**src/rtl/ebu_defines.svh**
```systemverilog
// Register indices, reset values, field positions and operating modes of the external bus unit
`ifndef EBU_DEFINES_SVH
`define EBU_DEFINES_SVH

`define EBU_APB_AW 22
`define EBU_IDX_W 20

// Register indices; byte address is four times the index
`define EBU_IDX_BUS_RELEASE_CONTROL 20'hEE013
`define EBU_IDX_ADDRESS_CONTROL 20'hEE01E
`define EBU_IDX_AREA_SELECT_CONTROL 20'hEE01F
`define EBU_IDX_AREA_WIDTH_CONTROL 20'hEE020
`define EBU_IDX_AREA_STATE_CONTROL 20'hEE021
`define EBU_IDX_WAIT_CONTROL_HIGH 20'hEE022
`define EBU_IDX_WAIT_CONTROL_LOW 20'hEE023
`define EBU_IDX_GENERAL_BUS_CONTROL 20'hEE024

// Reset values
`define EBU_RST_BUS_RELEASE_CONTROL 8'hFE
`define EBU_RST_ADDRESS_CONTROL 8'hFF
`define EBU_RST_AREA_SELECT_CONTROL 8'h0F
`define EBU_RST_WIDTH_NARROW 8'hFF
`define EBU_RST_WIDTH_WIDE 8'h00
`define EBU_RST_AREA_STATE_CONTROL 8'hFF
`define EBU_RST_WAIT_CONTROL 8'hFF
`define EBU_RST_GENERAL_BUS_CONTROL 8'hC6

// Field positions
`define EBU_BRC_RELEASE_EN 0
`define EBU_GBC_IDLE_READ_AREA 2
`define EBU_GBC_IDLE_READ_WRITE 1
`define EBU_AREA_LSB_1M 17
`define EBU_AREA_LSB_16M 21

// Operating modes
`define EBU_MODE_WIDE_A 3'h2
`define EBU_MODE_WIDE_B 3'h4
`define EBU_MODE_SINGLE_A 3'h6
`define EBU_MODE_SINGLE_B 3'h7

`endif

```
**src/rtl/ebu_pkg.sv**
```systemverilog
// Types shared by the external bus unit
package ebu_pkg;

    typedef struct packed {
        logic onChip;
        logic write;
        logic word;
        logic [23:0] addr;
        logic [15:0] wdata;
    } ebu_req_t;

    typedef struct packed {
        logic [7:0] areaSelectN;
        logic addressStrobeN;
        logic readStrobeN;
        logic highByteWriteStrobeN;
        logic lowByteWriteStrobeN;
        logic [23:0] addr;
        logic [15:0] dout;
        logic busOe;
        logic dataOe;
    } ebu_pins_t;

    typedef enum logic [3:0] {
        S_IDLE, S_GAP, S_T1, S_T2, S_TW, S_T3, S_INT, S_DONE, S_REL
    } ebu_state_t;

endpackage : ebu_pkg

```
**src/rtl/ebu_sync.sv**
```systemverilog
// Two-flop synchroniser for pin inputs
`timescale 1ns/1ps
`default_nettype none

module ebu_sync #(
    parameter int W = 1,
    parameter logic [W-1:0] RST_VAL = '0
) (
    input wire logic clk,
    input wire logic rstn,
    input wire logic [W-1:0] d,
    output logic [W-1:0] q
);

    logic [W-1:0] meta;

    always_ff @(posedge clk) begin
        if (!rstn) begin
            meta <= RST_VAL;
            q <= RST_VAL;
        end else begin
            meta <= d;
            q <= meta;
        end
    end

endmodule : ebu_sync

`default_nettype wire

```
**src/rtl/ebu_top.sv**
```systemverilog
// External bus unit: area decode, access timing, strobes, bus release and APB registers
//
// Contract
// - External space is eight areas, 128 kbytes or 2 Mbytes each by address mode
// - One active-low select per area, asserted for the accessed area
// - Address strobe low while a valid external address is driven
// - Read strobe low during every external read cycle
// - High write strobe for data on 15..8, low write strobe for 7..0
// - Wait request input lengthens only three-state area accesses
// - Bus request releases the bus, acknowledge shows the release
// - Arbiter gives the bus to the processor or an external master
// - Optional idle cycle between reads to different areas
// - Optional idle cycle when a read is directly followed by a write
// - Width bit n: 0 makes area n 16-bit, 1 makes it 8-bit
// - All width bits one gives 8-bit bus mode and frees port 4
// - Width register resets to ones, or zeros in modes 2 and 4
// - State bit n: 0 two-state, 1 three-state; all ones after reset
// - State register set to ones on reset and hardware standby
// - Both wait registers set to ones on reset and hardware standby
// - Wait registers pick per-area program wait states for external accesses
// - On-chip accesses fixed; settings void in single-chip modes 6 and 7
// - Wait code gives 0 to 3 waits, only in three-state areas
// - High wait register holds areas 7..4, low holds 3..0, from bit 7
//
// Added by the designer: the APB slave port.
`timescale 1ns/1ps
`default_nettype none
`include "ebu_defines.svh"

module ebu_top (
    input wire logic clk,
    input wire logic rstn,
    input wire logic psel,
    input wire logic penable,
    input wire logic pwrite,
    input wire logic [`EBU_APB_AW-1:0] paddr,
    input wire logic [31:0] pwdata,
    output logic [31:0] prdata,
    output logic pready,
    output logic pslverr,
    input wire logic [2:0] modePin,
    input wire logic bigAddrPin,
    input wire logic hwStandbyN,
    input wire logic cpuValid,
    input wire ebu_pkg::ebu_req_t cpuReq,
    output logic cpuDone,
    output logic [15:0] cpuRdata,
    output ebu_pkg::ebu_pins_t extPins,
    input wire logic [15:0] dataIn,
    input wire logic waitRequestN,
    input wire logic busTakeRequestN,
    output logic busAckN,
    output logic bus16Mode,
    output logic port4Gpio
);
    import ebu_pkg::*;

    typedef enum logic [3:0] {
        D_NONE, D_BRC, D_ADRC, D_ASEL, D_WIDTH, D_STATE, D_WCH, D_WCL, D_GBC
    } ebu_dec_t;

    // Decode an APB byte address to a register
    function automatic ebu_dec_t decode(input logic [`EBU_APB_AW-1:0] a);
        logic [`EBU_IDX_W-1:0] idx;
        idx = a[`EBU_APB_AW-1:2];
        decode = D_NONE;
        if (a[1:0] == 2'h0) begin
            unique case (idx)
                `EBU_IDX_BUS_RELEASE_CONTROL: decode = D_BRC;
                `EBU_IDX_ADDRESS_CONTROL: decode = D_ADRC;
                `EBU_IDX_AREA_SELECT_CONTROL: decode = D_ASEL;
                `EBU_IDX_AREA_WIDTH_CONTROL: decode = D_WIDTH;
                `EBU_IDX_AREA_STATE_CONTROL: decode = D_STATE;
                `EBU_IDX_WAIT_CONTROL_HIGH: decode = D_WCH;
                `EBU_IDX_WAIT_CONTROL_LOW: decode = D_WCL;
                `EBU_IDX_GENERAL_BUS_CONTROL: decode = D_GBC;
                default: decode = D_NONE;
            endcase
        end
    endfunction : decode

    logic [2:0] mode;
    logic bigAddr;
    logic hwStandbyNs;
    logic [15:0] dataSync;
    logic waitSync;
    logic takeSync;

    ebu_sync #(.W(3), .RST_VAL(3'h0)) uSyncMode (
        .clk(clk), .rstn(1'b1), .d(modePin), .q(mode)
    );
    ebu_sync #(.W(1), .RST_VAL(1'b0)) uSyncBig (
        .clk(clk), .rstn(rstn), .d(bigAddrPin), .q(bigAddr)
    );
    ebu_sync #(.W(1), .RST_VAL(1'b1)) uSyncHws (
        .clk(clk), .rstn(rstn), .d(hwStandbyN), .q(hwStandbyNs)
    );
    ebu_sync #(.W(16), .RST_VAL(16'h0000)) uSyncData (
        .clk(clk), .rstn(rstn), .d(dataIn), .q(dataSync)
    );
    ebu_sync #(.W(1), .RST_VAL(1'b1)) uSyncWait (
        .clk(clk), .rstn(rstn), .d(waitRequestN), .q(waitSync)
    );
    ebu_sync #(.W(1), .RST_VAL(1'b1)) uSyncTake (
        .clk(clk), .rstn(rstn), .d(busTakeRequestN), .q(takeSync)
    );

    logic [7:0] busReleaseControl;
    logic [7:0] addressControl;
    logic [7:0] areaSelectControl;
    logic [7:0] areaWidthControl;
    logic [7:0] areaStateControl;
    logic [7:0] waitControlHigh;
    logic [7:0] waitControlLow;
    logic [7:0] generalBusControl;

    logic init;
    logic wideMode;
    logic singleChip;
    logic apbWrite;
    ebu_dec_t wrSel;

    assign init = !rstn || !hwStandbyNs;
    assign wideMode = (mode == `EBU_MODE_WIDE_A) || (mode == `EBU_MODE_WIDE_B);
    assign singleChip = (mode == `EBU_MODE_SINGLE_A) || (mode == `EBU_MODE_SINGLE_B);
    assign apbWrite = psel && penable && pwrite;
    assign wrSel = decode(paddr);

    // Register writes; reset and hardware standby initialise, APB writes load otherwise
    always_ff @(posedge clk) begin
        if (init) begin
            busReleaseControl <= `EBU_RST_BUS_RELEASE_CONTROL;
            addressControl <= `EBU_RST_ADDRESS_CONTROL;
            areaSelectControl <= `EBU_RST_AREA_SELECT_CONTROL;
            areaWidthControl <= wideMode ? `EBU_RST_WIDTH_WIDE : `EBU_RST_WIDTH_NARROW;
            areaStateControl <= `EBU_RST_AREA_STATE_CONTROL;
            waitControlHigh <= `EBU_RST_WAIT_CONTROL;
            waitControlLow <= `EBU_RST_WAIT_CONTROL;
            generalBusControl <= `EBU_RST_GENERAL_BUS_CONTROL;
        end else if (apbWrite) begin
            unique case (wrSel)
                D_BRC: busReleaseControl <= pwdata[7:0];
                D_ADRC: addressControl <= pwdata[7:0];
                D_ASEL: areaSelectControl <= pwdata[7:0];
                D_WIDTH: areaWidthControl <= pwdata[7:0];
                D_STATE: areaStateControl <= pwdata[7:0];
                D_WCH: waitControlHigh <= pwdata[7:0];
                D_WCL: waitControlLow <= pwdata[7:0];
                D_GBC: generalBusControl <= pwdata[7:0];
                D_NONE: ;
            endcase
        end
    end

    // Read data and error taken in the setup phase, shown in the access phase
    always_ff @(posedge clk) begin
        if (!rstn) begin
            prdata <= 32'h00000000;
            pslverr <= 1'b0;
        end else if (psel && !penable) begin
            pslverr <= (decode(paddr) == D_NONE);
            unique case (decode(paddr))
                D_BRC: prdata <= {24'h000000, busReleaseControl};
                D_ADRC: prdata <= {24'h000000, addressControl};
                D_ASEL: prdata <= {24'h000000, areaSelectControl};
                D_WIDTH: prdata <= {24'h000000, areaWidthControl};
                D_STATE: prdata <= {24'h000000, areaStateControl};
                D_WCH: prdata <= {24'h000000, waitControlHigh};
                D_WCL: prdata <= {24'h000000, waitControlLow};
                D_GBC: prdata <= {24'h000000, generalBusControl};
                D_NONE: prdata <= 32'h00000000;
            endcase
        end
    end

    assign pready = 1'b1;

    assign port4Gpio = &areaWidthControl;
    assign bus16Mode = !port4Gpio;

    // Area decode and per-area settings of the current request
    logic [2:0] area;
    logic narrow;
    logic three;
    logic [1:0] waitCode;
    logic [15:0] waitAll;
    logic external;

    assign area = bigAddr ? cpuReq.addr[`EBU_AREA_LSB_16M +: 3]
                          : cpuReq.addr[`EBU_AREA_LSB_1M +: 3];
    assign narrow = areaWidthControl[area];
    assign three = areaStateControl[area];
    assign waitAll = {waitControlHigh, waitControlLow};
    assign waitCode = waitAll[{area, 1'b0} +: 2];
    assign external = !cpuReq.onChip && !singleChip;

    ebu_state_t state;
    ebu_state_t next_state;
    logic half;
    logic next_half;
    logic [1:0] waitCnt;
    logic lastRead;
    logic [2:0] lastArea;
    logic needGap;
    logic twoHalves;
    logic cycleEnd;

    assign twoHalves = cpuReq.word && narrow;
    assign needGap = lastRead
        && ((generalBusControl[`EBU_GBC_IDLE_READ_AREA] && !cpuReq.write
             && area != lastArea)
            || (generalBusControl[`EBU_GBC_IDLE_READ_WRITE] && cpuReq.write));
    assign cycleEnd = (state == S_T3) || (state == S_T2 && !three);

    // Next state of the access sequencer and arbiter
    always_comb begin
        next_state = state;
        next_half = half;
        unique case (state)
            S_IDLE: begin
                next_half = 1'b0;
                if (busReleaseControl[`EBU_BRC_RELEASE_EN] && !takeSync) begin
                    next_state = S_REL;
                end else if (cpuValid) begin
                    if (!external) begin
                        next_state = S_INT;
                    end else if (needGap) begin
                        next_state = S_GAP;
                    end else begin
                        next_state = S_T1;
                    end
                end
            end
            S_GAP: next_state = S_T1;
            S_T1: next_state = S_T2;
            S_T2: begin
                if (!three) begin
                    next_state = S_DONE;
                end else if (waitCnt != 2'h0 || !waitSync) begin
                    next_state = S_TW;
                end else begin
                    next_state = S_T3;
                end
            end
            S_TW: begin
                if (waitCnt == 2'h0 && waitSync) begin
                    next_state = S_T3;
                end
            end
            S_T3: next_state = S_DONE;
            S_INT: next_state = S_DONE;
            S_DONE: next_state = S_IDLE;
            S_REL: begin
                if (takeSync) begin
                    next_state = S_IDLE;
                end
            end
        endcase
        if (cycleEnd && twoHalves && !half) begin
            next_state = S_T1;
            next_half = 1'b1;
        end
    end

    always_ff @(posedge clk) begin
        if (!rstn) begin
            state <= S_IDLE;
            half <= 1'b0;
        end else begin
            state <= next_state;
            half <= next_half;
        end
    end

    // Program wait counter, loaded at T1 for three-state areas only
    always_ff @(posedge clk) begin
        if (!rstn) begin
            waitCnt <= 2'h0;
        end else if (next_state == S_T1) begin
            waitCnt <= three ? waitCode : 2'h0;
        end else if ((state == S_T2 || state == S_TW) && waitCnt != 2'h0) begin
            waitCnt <= waitCnt - 2'h1;
        end
    end

    // History of the last external cycle for idle insertion
    always_ff @(posedge clk) begin
        if (!rstn) begin
            lastRead <= 1'b0;
            lastArea <= 3'h0;
        end else if (cycleEnd) begin
            lastRead <= !cpuReq.write;
            lastArea <= area;
        end else if (state == S_IDLE || state == S_REL || state == S_INT) begin
            lastRead <= 1'b0;
        end
    end

    // Read data capture one state after the cycle ends, behind the two data flops
    always_ff @(posedge clk) begin
        if (!rstn) begin
            cpuRdata <= 16'h0000;
        end else if (!cpuReq.write && external && (state == S_DONE || (state == S_T1 && half))) begin
            if (narrow && cpuReq.word) begin
                if (state == S_DONE) begin
                    cpuRdata[7:0] <= dataSync[15:8];
                end else begin
                    cpuRdata[15:8] <= dataSync[15:8];
                end
            end else if (cpuReq.word) begin
                cpuRdata <= dataSync;
            end else if (narrow || !cpuReq.addr[0]) begin
                cpuRdata <= {8'h00, dataSync[15:8]};
            end else begin
                cpuRdata <= {8'h00, dataSync[7:0]};
            end
        end else if (state == S_INT) begin
            cpuRdata <= 16'h0000;
        end
    end

    assign cpuDone = (state == S_DONE);

    // Pin drive, registered from the next state
    logic active;
    logic writePhase;
    logic hiLane;
    logic loLane;

    assign active = (next_state == S_T1) || (next_state == S_T2)
                 || (next_state == S_TW) || (next_state == S_T3);
    assign writePhase = cpuReq.write && ((next_state == S_TW) || (next_state == S_T3)
        || (next_state == S_T2 && (three || state == S_T1)));
    assign hiLane = narrow || cpuReq.word || !cpuReq.addr[0];
    assign loLane = !narrow && (cpuReq.word || cpuReq.addr[0]);

    always_ff @(posedge clk) begin
        if (!rstn) begin
            extPins.areaSelectN <= 8'hFF;
            extPins.addressStrobeN <= 1'b1;
            extPins.readStrobeN <= 1'b1;
            extPins.highByteWriteStrobeN <= 1'b1;
            extPins.lowByteWriteStrobeN <= 1'b1;
            extPins.addr <= 24'h000000;
            extPins.dout <= 16'h0000;
            extPins.busOe <= 1'b1;
            extPins.dataOe <= 1'b0;
            busAckN <= 1'b1;
        end else begin
            extPins.areaSelectN <= active ? ~(8'h01 << area) : 8'hFF;
            extPins.addressStrobeN <= !active;
            extPins.readStrobeN <= !(active && !cpuReq.write);
            extPins.highByteWriteStrobeN <= !(writePhase && hiLane);
            extPins.lowByteWriteStrobeN <= !(writePhase && loLane);
            if (active) begin
                extPins.addr <= {cpuReq.addr[23:1], cpuReq.addr[0] | next_half};
            end
            if (narrow && cpuReq.word) begin
                extPins.dout <= next_half ? {cpuReq.wdata[7:0], 8'h00}
                                          : {cpuReq.wdata[15:8], 8'h00};
            end else if (cpuReq.word) begin
                extPins.dout <= cpuReq.wdata;
            end else begin
                extPins.dout <= {cpuReq.wdata[7:0], cpuReq.wdata[7:0]};
            end
            extPins.busOe <= (next_state != S_REL);
            extPins.dataOe <= active && cpuReq.write;
            busAckN <= (next_state != S_REL);
        end
    end

endmodule : ebu_top

`default_nettype wire

```
**config.mk**
```make
export PLATFORM = sky130hd
export DESIGN_NAME = ebu_top
export DESIGN_NICKNAME = d
export VERILOG_FILES = /design/src/rtl/ebu_pkg.sv /design/src/rtl/ebu_sync.sv /design/src/rtl/ebu_top.sv
export VERILOG_INCLUDE_DIRS = /design/src /design/src/rtl
export SDC_FILE = /design/constraint.sdc
export NUM_CORES = 1
export LEC_CHECK = 0
export BUFFER_PORTS_ARGS = -buffer_cell sky130_fd_sc_hd__buf_2
export CAP_MARGIN = 20
export CORE_MARGIN = 2
export CORE_UTILIZATION = 48
export CTS_CLUSTER_DIAMETER = 50
export CTS_CLUSTER_SIZE = 40
export DETAILED_ROUTE_END_ITERATION = 10
export GPL_TIMING_DRIVEN = 1
export PLACE_DENSITY = 0.84
export SLEW_MARGIN = 20
export SYNTH_ARGS = -nofsm -noshare
export SYNTH_HDL_FRONTEND = slang
export SYNTH_SLANG_ARGS = --single-unit
```
**constraint.sdc**
```tcl
create_clock -name clk -period 2.7 [get_ports clk]
set_input_delay 0.135 -clock clk [delete_from_list [all_inputs] [get_ports clk]]
set_output_delay 0.135 -clock clk [all_outputs]
set_load 0.005 [all_outputs]
```
; Word level (Yosys, flattened, before mapping)
; Cells that the tools add are included.
[op_classes]
n_lt_le_gt_ge = 1
bitwise = 2
n_reduce_logical = 85
n_eq_ne = 44
mux = 41
shift = 2
addsub = 1
[op_table]
columns = op, n
row1 = 32-bit one-hot mux with 9 select lines, 1
row2 = "20-bit equality test, second input constant", 8
row3 = 16-bit two-way mux, 7
row4 = 4-bit one-hot mux with 8 select lines, 2
row5 = "4-bit by 3-bit equality test with 1-bit output, second input constant", 14
row6 = 8-bit two-way mux, 7
row7 = "4-bit by 2-bit equality test with 1-bit output, second input constant", 8
row8 = 4-bit two-way mux, 8
row9 = 1-bit logical AND, 25
row10 = 2-bit AND reduction, 11
row11 = 1-bit logical OR, 20
row12 = 1-bit logical NOT, 17
row13 = 16-bit by 5-bit indexed part select with 2-bit output, 1
row14 = "4-bit by 1-bit equality test with 1-bit output, second input constant", 3
row15 = "4-bit equality test, second input constant", 3
row16 = 2-bit nonzero test, 6
row17 = 2-bit two-way mux, 5
row18 = "3-bit equality test, second input constant", 3
row19 = 4-bit logical NOT, 2
row20 = 8-bit NOT, 1
row21 = 8-bit AND reduction, 1
row22 = "1-bit by 3-bit << shifter with 8-bit output, first input constant", 1
row23 = 1-bit two-way mux, 7
row24 = 1-bit binary-select mux with 3-bit select, 2
row25 = 10 further kinds, 13
[totals]
reg_bits = 224
inputBits = 126
wordCells = 214
output_inout_bits = 108

; Depth between registers and ports, before layout
[depth]
word_depth = 17
ltp_mapped = 12
ltp_nobuf = 8

; Cells and area by module
; From an unflattened synthesis, not the netlist that was laid out.
[hier_totals]
hier_cells = 955
area_unflattened_um2 = 8876.0
[by_module_without_submodules]
columns = mod, cells_each, seq_area_each_um2, area_each_um2, n_inst
row1 = ebu_top, 860, 3163.0, 7612.3, 1
row2 = ebu_sync at uSyncData, 67, 640.6, 895.9, 1
row3 = ebu_sync at uSyncBig ..., 4, 40.0, 52.6, 4
row4 = ebu_sync at uSyncMode, 12, 120.1, 157.7, 1

; Worst setup path after synthesis
; OpenSTA, ideal clock, no wires.
[synth_timing]
path_type = register -> register
startpoint = reg uSyncBig.q
endpoint = reg extPins[46] in the netlist's numbering
arrival_ps = 2378
setup_time_ps = 144
path_buffers = 2
stages_incl_launch_ff = 11
t_required_ps = 2556
period_less_slack_ps = 2522
path_slack_ps = 178
cell_sequence = dfxtp_1 -> mux2i_2 -> o41ai_1 -> nor4_1 -> o31a_1 -> o31a_1 -> xor2_1 -> and2_1 -> buf_6 -> buf_4 -> nand4_1
[synth_via]
elab_chain_cells = 16
elab_cells_between_ends = 32
classes_between = eq/ne: 5 / shift: 1 / mux: 12 / bitwise: 1 / reduce/logical: 13
[synth_lines]
columns = element, line_no
row1 = from (decl), ebu_sync.sv:12  ; output logic [W-1:0] q
row2 = from (signal assigned), ebu_sync.sv:23  ; q <= meta;
row3 = 3-bit two-way mux (*), ebu_top.sv:189  ; assign area = bigAddr ? cpuReq.addr[`EBU_AREA_LSB_16M +: 3]
row4 = 3-bit != test, ebu_top.sv:211  ; && area != lastArea)
row5 = 1-bit logical AND, ebu_top.sv:210  ; && ((generalBusControl[`EBU_GBC_IDLE_READ_AREA] && !cpuReq.write
row6 = 1-bit logical OR, ebu_top.sv:210
row7 = 1-bit logical AND, ebu_top.sv:209  ; assign needGap = lastRead
row8 = 2-bit two-way mux, ebu_top.sv:227  ; end else if (needGap) begin
row9 = 3-bit two-way mux, ebu_top.sv:225  ; if (!external) begin
row10 = 4-bit two-way mux, ebu_top.sv:224  ; end else if (cpuValid) begin
row11 = 4-bit two-way mux, ebu_top.sv:222  ; if (busReleaseControl[`EBU_BRC_RELEASE_EN] && !takeSync) begin
row12 = 4-bit one-hot mux with 8 select lines, ebu_top.sv:219  ; unique case (state)
row13 = 4-bit two-way mux, ebu_top.sv:259  ; if (cycleEnd && twoHalves && !half) begin
row14 = 4-bit by 2-bit equality test with 1-bit output, ebu_top.sv:330  ; assign active = (next_state == S_T1) || (next_state == S_T2)
row15 = 1-bit logical OR, ebu_top.sv:330
row16 = 1-bit logical OR (2 in series), ebu_top.sv:331  ; || (next_state == S_TW) || (next_state == S_T3);
row17 = 2-bit AND reduction (no source line), --
row18 = to (decl), ebu_top.sv:48  ; output ebu_pkg::ebu_pins_t extPins,
; Mark *: on every way between the ends. The rest lies on a longest branch, timed or not. The select of a mux whose other input is x is not followed.
; A chain may end at the register's enable or synchronous reset.

; Final worst setup path
[layout_timing]
startpoint = reg uSyncBig.q
endpoint = reg extPins[31] in the netlist's numbering
[layout_via]
elab_chain_cells = 15
elab_cells_between_ends = 29
classes_between = eq/ne: 5 / mux: 12 / reduce/logical: 12
[layout_lines]
columns = element, line_no
row1 = 3-bit two-way mux (*), ebu_top.sv:189
row2 = 3-bit != test, ebu_top.sv:211
row3 = 1-bit logical AND, ebu_top.sv:210
row4 = 1-bit logical OR, ebu_top.sv:210
row5 = 1-bit logical AND, ebu_top.sv:209
row6 = 2-bit two-way mux, ebu_top.sv:227
row7 = 3-bit two-way mux, ebu_top.sv:225
row8 = 4-bit two-way mux, ebu_top.sv:224
row9 = 4-bit two-way mux, ebu_top.sv:222
row10 = 4-bit one-hot mux with 8 select lines, ebu_top.sv:219
row11 = 4-bit two-way mux (*), ebu_top.sv:259
row12 = 4-bit by 2-bit equality test with 1-bit output, ebu_top.sv:330
row13 = 1-bit logical OR, ebu_top.sv:330
row14 = 1-bit logical OR, ebu_top.sv:331
row15 = 1-bit logical OR (*), ebu_top.sv:331
; Marks and branches as above.

==> impl_metrics.tcl <==
set metrics [dict create \
    place_hpwl_mm 15.89 \
    synth_edf_count 8 \
    grt_pass1_wl_mm 37.02 \
    required_ns 3.06 \
    postLayoutCoreUtil_pct 62.93 \
    ir_drop_uv 804.3 \
    finish.instance_area_um2 11190 \
    core-area_um2 17780 \
    gr-total-overflow 0 \
    wire_per_inst_um 16.79 \
    routed_wl_mm 23.96 \
    grt_antenna_before_repair 1 \
    track_usage_pct 23.81 \
    reg2regPathDepth 10 \
    rr_startpoint "uSyncBig.q" \
    drc 0 \
    critPathMaxFanout 6 \
    syn_inst 931 \
    rows 49 \
    grt_pass1_vias 7488 \
    cts_max_level 4 \
    dieArea_um2 19050 \
    ys_types 75 \
    endpoint_kind "register" \
    power_density_nw_per_um2 763.7 \
    min_path_type "in2reg" \
    leakagePower_nw 5.079 \
    die-width_um 138.0 \
    critPathKind "reg2reg" \
    root_buffer "clkbuf_16" \
    finalMaxSlewViolations 0 \
    critPathCapture "extPins[31]" \
    synth_ff_type "dfxtp_1" \
    synth_area_um2 8621 \
    post-route-min-period_ns 2.666 \
    cp_data_arrival_time_ns 3.03 \
    dpl-instance-area_um2 9853 \
    r2r_end "extPins[31]" \
    skew_ns 0.01181 \
    dp_cells 1330 \
    fmax_mhz 375.1 \
    stdcell_count 1427 \
    cts_tree "built" \
    cp-start-kind "register" \
    timing.setup.tns_ns 0 \
    status "completed" \
    cts.sinks 200 \
    setup_viol_count_final 0 \
    cts_buffers 17 \
    num_vias 7932 \
    tightestPinTransition_ns 0.6193 \
    drt_first_pass_iters 7 \
    top_usage_layer "met2" \
    viasPerCell 5.559 \
    cap_violations 0 \
    grtUsageMet2_pct 39.58 \
    yosys_warnings 0 \
    start_util_pct 48.49 \
    die_h_um 138.0 \
    syn_to_final_growth_pct 29.78 \
    syn_area_per_cell_um2 9.260 \
    crit_start "uSyncBig.q" \
    grt_start_max_net_pins 51 \
    hold_violations 0 \
    place_congestion 0.9364 \
    relSlewSlack_pct 58.71 \
    clockBufferDepth 2 \
    drtIter0Drc 770 \
    placement.io_buffers 184 \
    r2r_slack_ns 0.03 \
    async_flop_share_pct 0 \
    io_pins 234 \
    ant_nets 0 \
    drive_gt1_share_pct 26.32 \
    insertion_delay_ns 0.44 \
    synth-seq-area-share_pct 47.37 \
    nFillCells 1422 \
    grt_util_met3_pct 5.646 \
    grtUsageMet1_pct 29.58 \
    clk_pin_slew_ns 0.08 \
    finalCritPeriodShare_pct 98.74 \
    nNetsFinal 1311 \
    synth-seq-cells 200 \
]
[worst max-delay path, stage by stage (launching register included)]
cell	delay [ns]
dfxtp_4	0.35
buf_4	0.15
or3b_4	0.44
a21oi_4	0.16
nor4_2	0.07
o31a_1	0.31
o31a_1	0.28
xor2_1	0.18
and2_4	0.27
clkbuf_16	0.17
mux2i_1	0.19
[synthesized netlist by cell type (3+ instances only)]
library cell / count / share of area, %
a21o_1: 12 / 1.0
a21oi_1: 38 / 2.2
a221oi_1: 8 / 0.81
a222oi_1: 8 / 0.93
and2_1: 42 / 3.0
and3_1: 20 / 1.5
buf_2: 7 / 0.41
buf_4: 28 / 2.4
buf_6: 3 / 0.39
clkbuf_1: 48 / 2.1
dfxtp_1: 192 / 45
edfxtp_1: 8 / 2.8
inv_1: 9 / 0.39
mux2i_1: 86 / 10
mux4_2: 4 / 1.0
nand2_1: 153 / 6.7
nand2b_1: 13 / 0.94
nand3_1: 60 / 3.5
nand3b_1: 5 / 0.44
nand4_1: 14 / 1.0
nor2_1: 40 / 1.7
nor2b_1: 4 / 0.29
nor3_1: 9 / 0.52
nor3b_1: 5 / 0.44
nor4_1: 3 / 0.22
o2111ai_1: 3 / 0.30
o211ai_1: 3 / 0.26
o21ai_0: 16 / 0.93
o221ai_1: 8 / 0.81
or2_2: 12 / 0.87
or3_1: 7 / 0.51
xnor2_1: 7 / 0.71
[metal layers]
metal,wire (um),part of all wire [%]
met5,0,0
met4,684,2.9
met3,1912,8.0
met2,11700,49
met1,9667,40
[cells in the final DEF (no fill, tap or decap), types with 25 or more instances in the layout]
master           n
buf_2          183
nand2_1        153
mux2i_1         86
nor2_1          40
nand3_1         60
dfxtp_1        191
buf_4           51
and2_1          41
dlygate4sd3_1   58
conb_1          25
a21oi_1         35
[layout make-up]
cell class	count	area [um^2]	share of cell area (%)
repair buffers	300	2041	18.24
well taps	229	286.5	2.561
flip-flops and latches	200	4088	36.54
inverters	9	33.78	0.3019
clock inverters	14	135.1	1.208
diodes	1	2.502	0.02237
multi-input cells	656	4163	37.21
clock buffers	18	439.2	3.925
[cell families (layout without fill, tap and decap cells)]
| kind of cell | after synthesis | in the layout | synth area share (%) |
|---|---|---|---|
| other | 2 | 26 | 0.08712 |
| buffers and inverters | 98 | 341 | 6.110 |
| and+or+nand+nor | 403 | 403 | 23.53 |
| muxes | 93 | 93 | 11.61 |
| adders and majority gates | 1 | 1 | 0.1451 |
| AOI/OAI and AO/OA | 126 | 126 | 10.33 |
| DFF | 200 | 200 | 47.37 |
| xor gates and xnor gates | 8 | 8 | 0.8128 |
[worst min path at each step]
stage                           from                end  slack (ns)  cells past startpoint
after CTS                 cpuReq[34]        extPins[36]        0.01                      3
after floorplan           modePin[0]  uSyncMode.meta[0]        0.16                      0
after detailed placement  modePin[0]  uSyncMode.meta[0]        0.24                      1
after global placement    modePin[1]  uSyncMode.meta[1]        0.24                      1
final                     cpuReq[35]        extPins[37]        0.03                      3
after global routing      cpuReq[35]        extPins[37]        0.01                      3
[through the flow]
step	hold WS (ns)	worst slack, ns	total power, mW
3_5_place_dp	0.2386	-0.1049	5.596
2_1_floorplan	0.1627	0.1779	4.965
4_1_cts	0.01199	0.006088	8.096
6_report	0.02723	0.03394	8.545
5_1_grt	0.009935	-0.07035	8.904
3_3_place_gp	0.2381	-0.008575	5.526
[timing repair]
item                                   4_1_cts  5_1_grt
pin swaps                                    0        9
buffers inserted                             0        5
gates cloned                                 0        3
setup endpoints to repair                   36       39
endpoints found under the hold margin       58        0
hold buffers                                58        0
resized for setup                            1       19
[report_power, final]
part	total (mW)	internal [mW]	leakage, nW	switching (mW)
Clock	2.46	1.25	0.282	1.21
Sequential	3.38	3.23	1.65	0.148
Combinational	2.70	1.44	3.15	1.26
Total	8.54	5.92	5.08	2.62
[state kept, by name, summed over array words and instances, names as in the netlist, 3 cells and up]
| name | flops |
|---|---|
| addressControl | 8 |
| areaSelectControl | 8 |
| areaStateControl | 8 |
| areaWidthControl | 8 |
| busReleaseControl | 8 |
| cpuRdata | 16 |
| extPins | 53 |
| generalBusControl | 8 |
| lastArea | 3 |
| prdata | 8 |
| state | 4 |
| uSyncData.meta | 16 |
| uSyncData.q | 16 |
| uSyncMode.meta | 3 |
| uSyncMode.q | 3 |
| waitControlHigh | 8 |
| waitControlLow | 8 |
(Power assumes the default switching activity.)
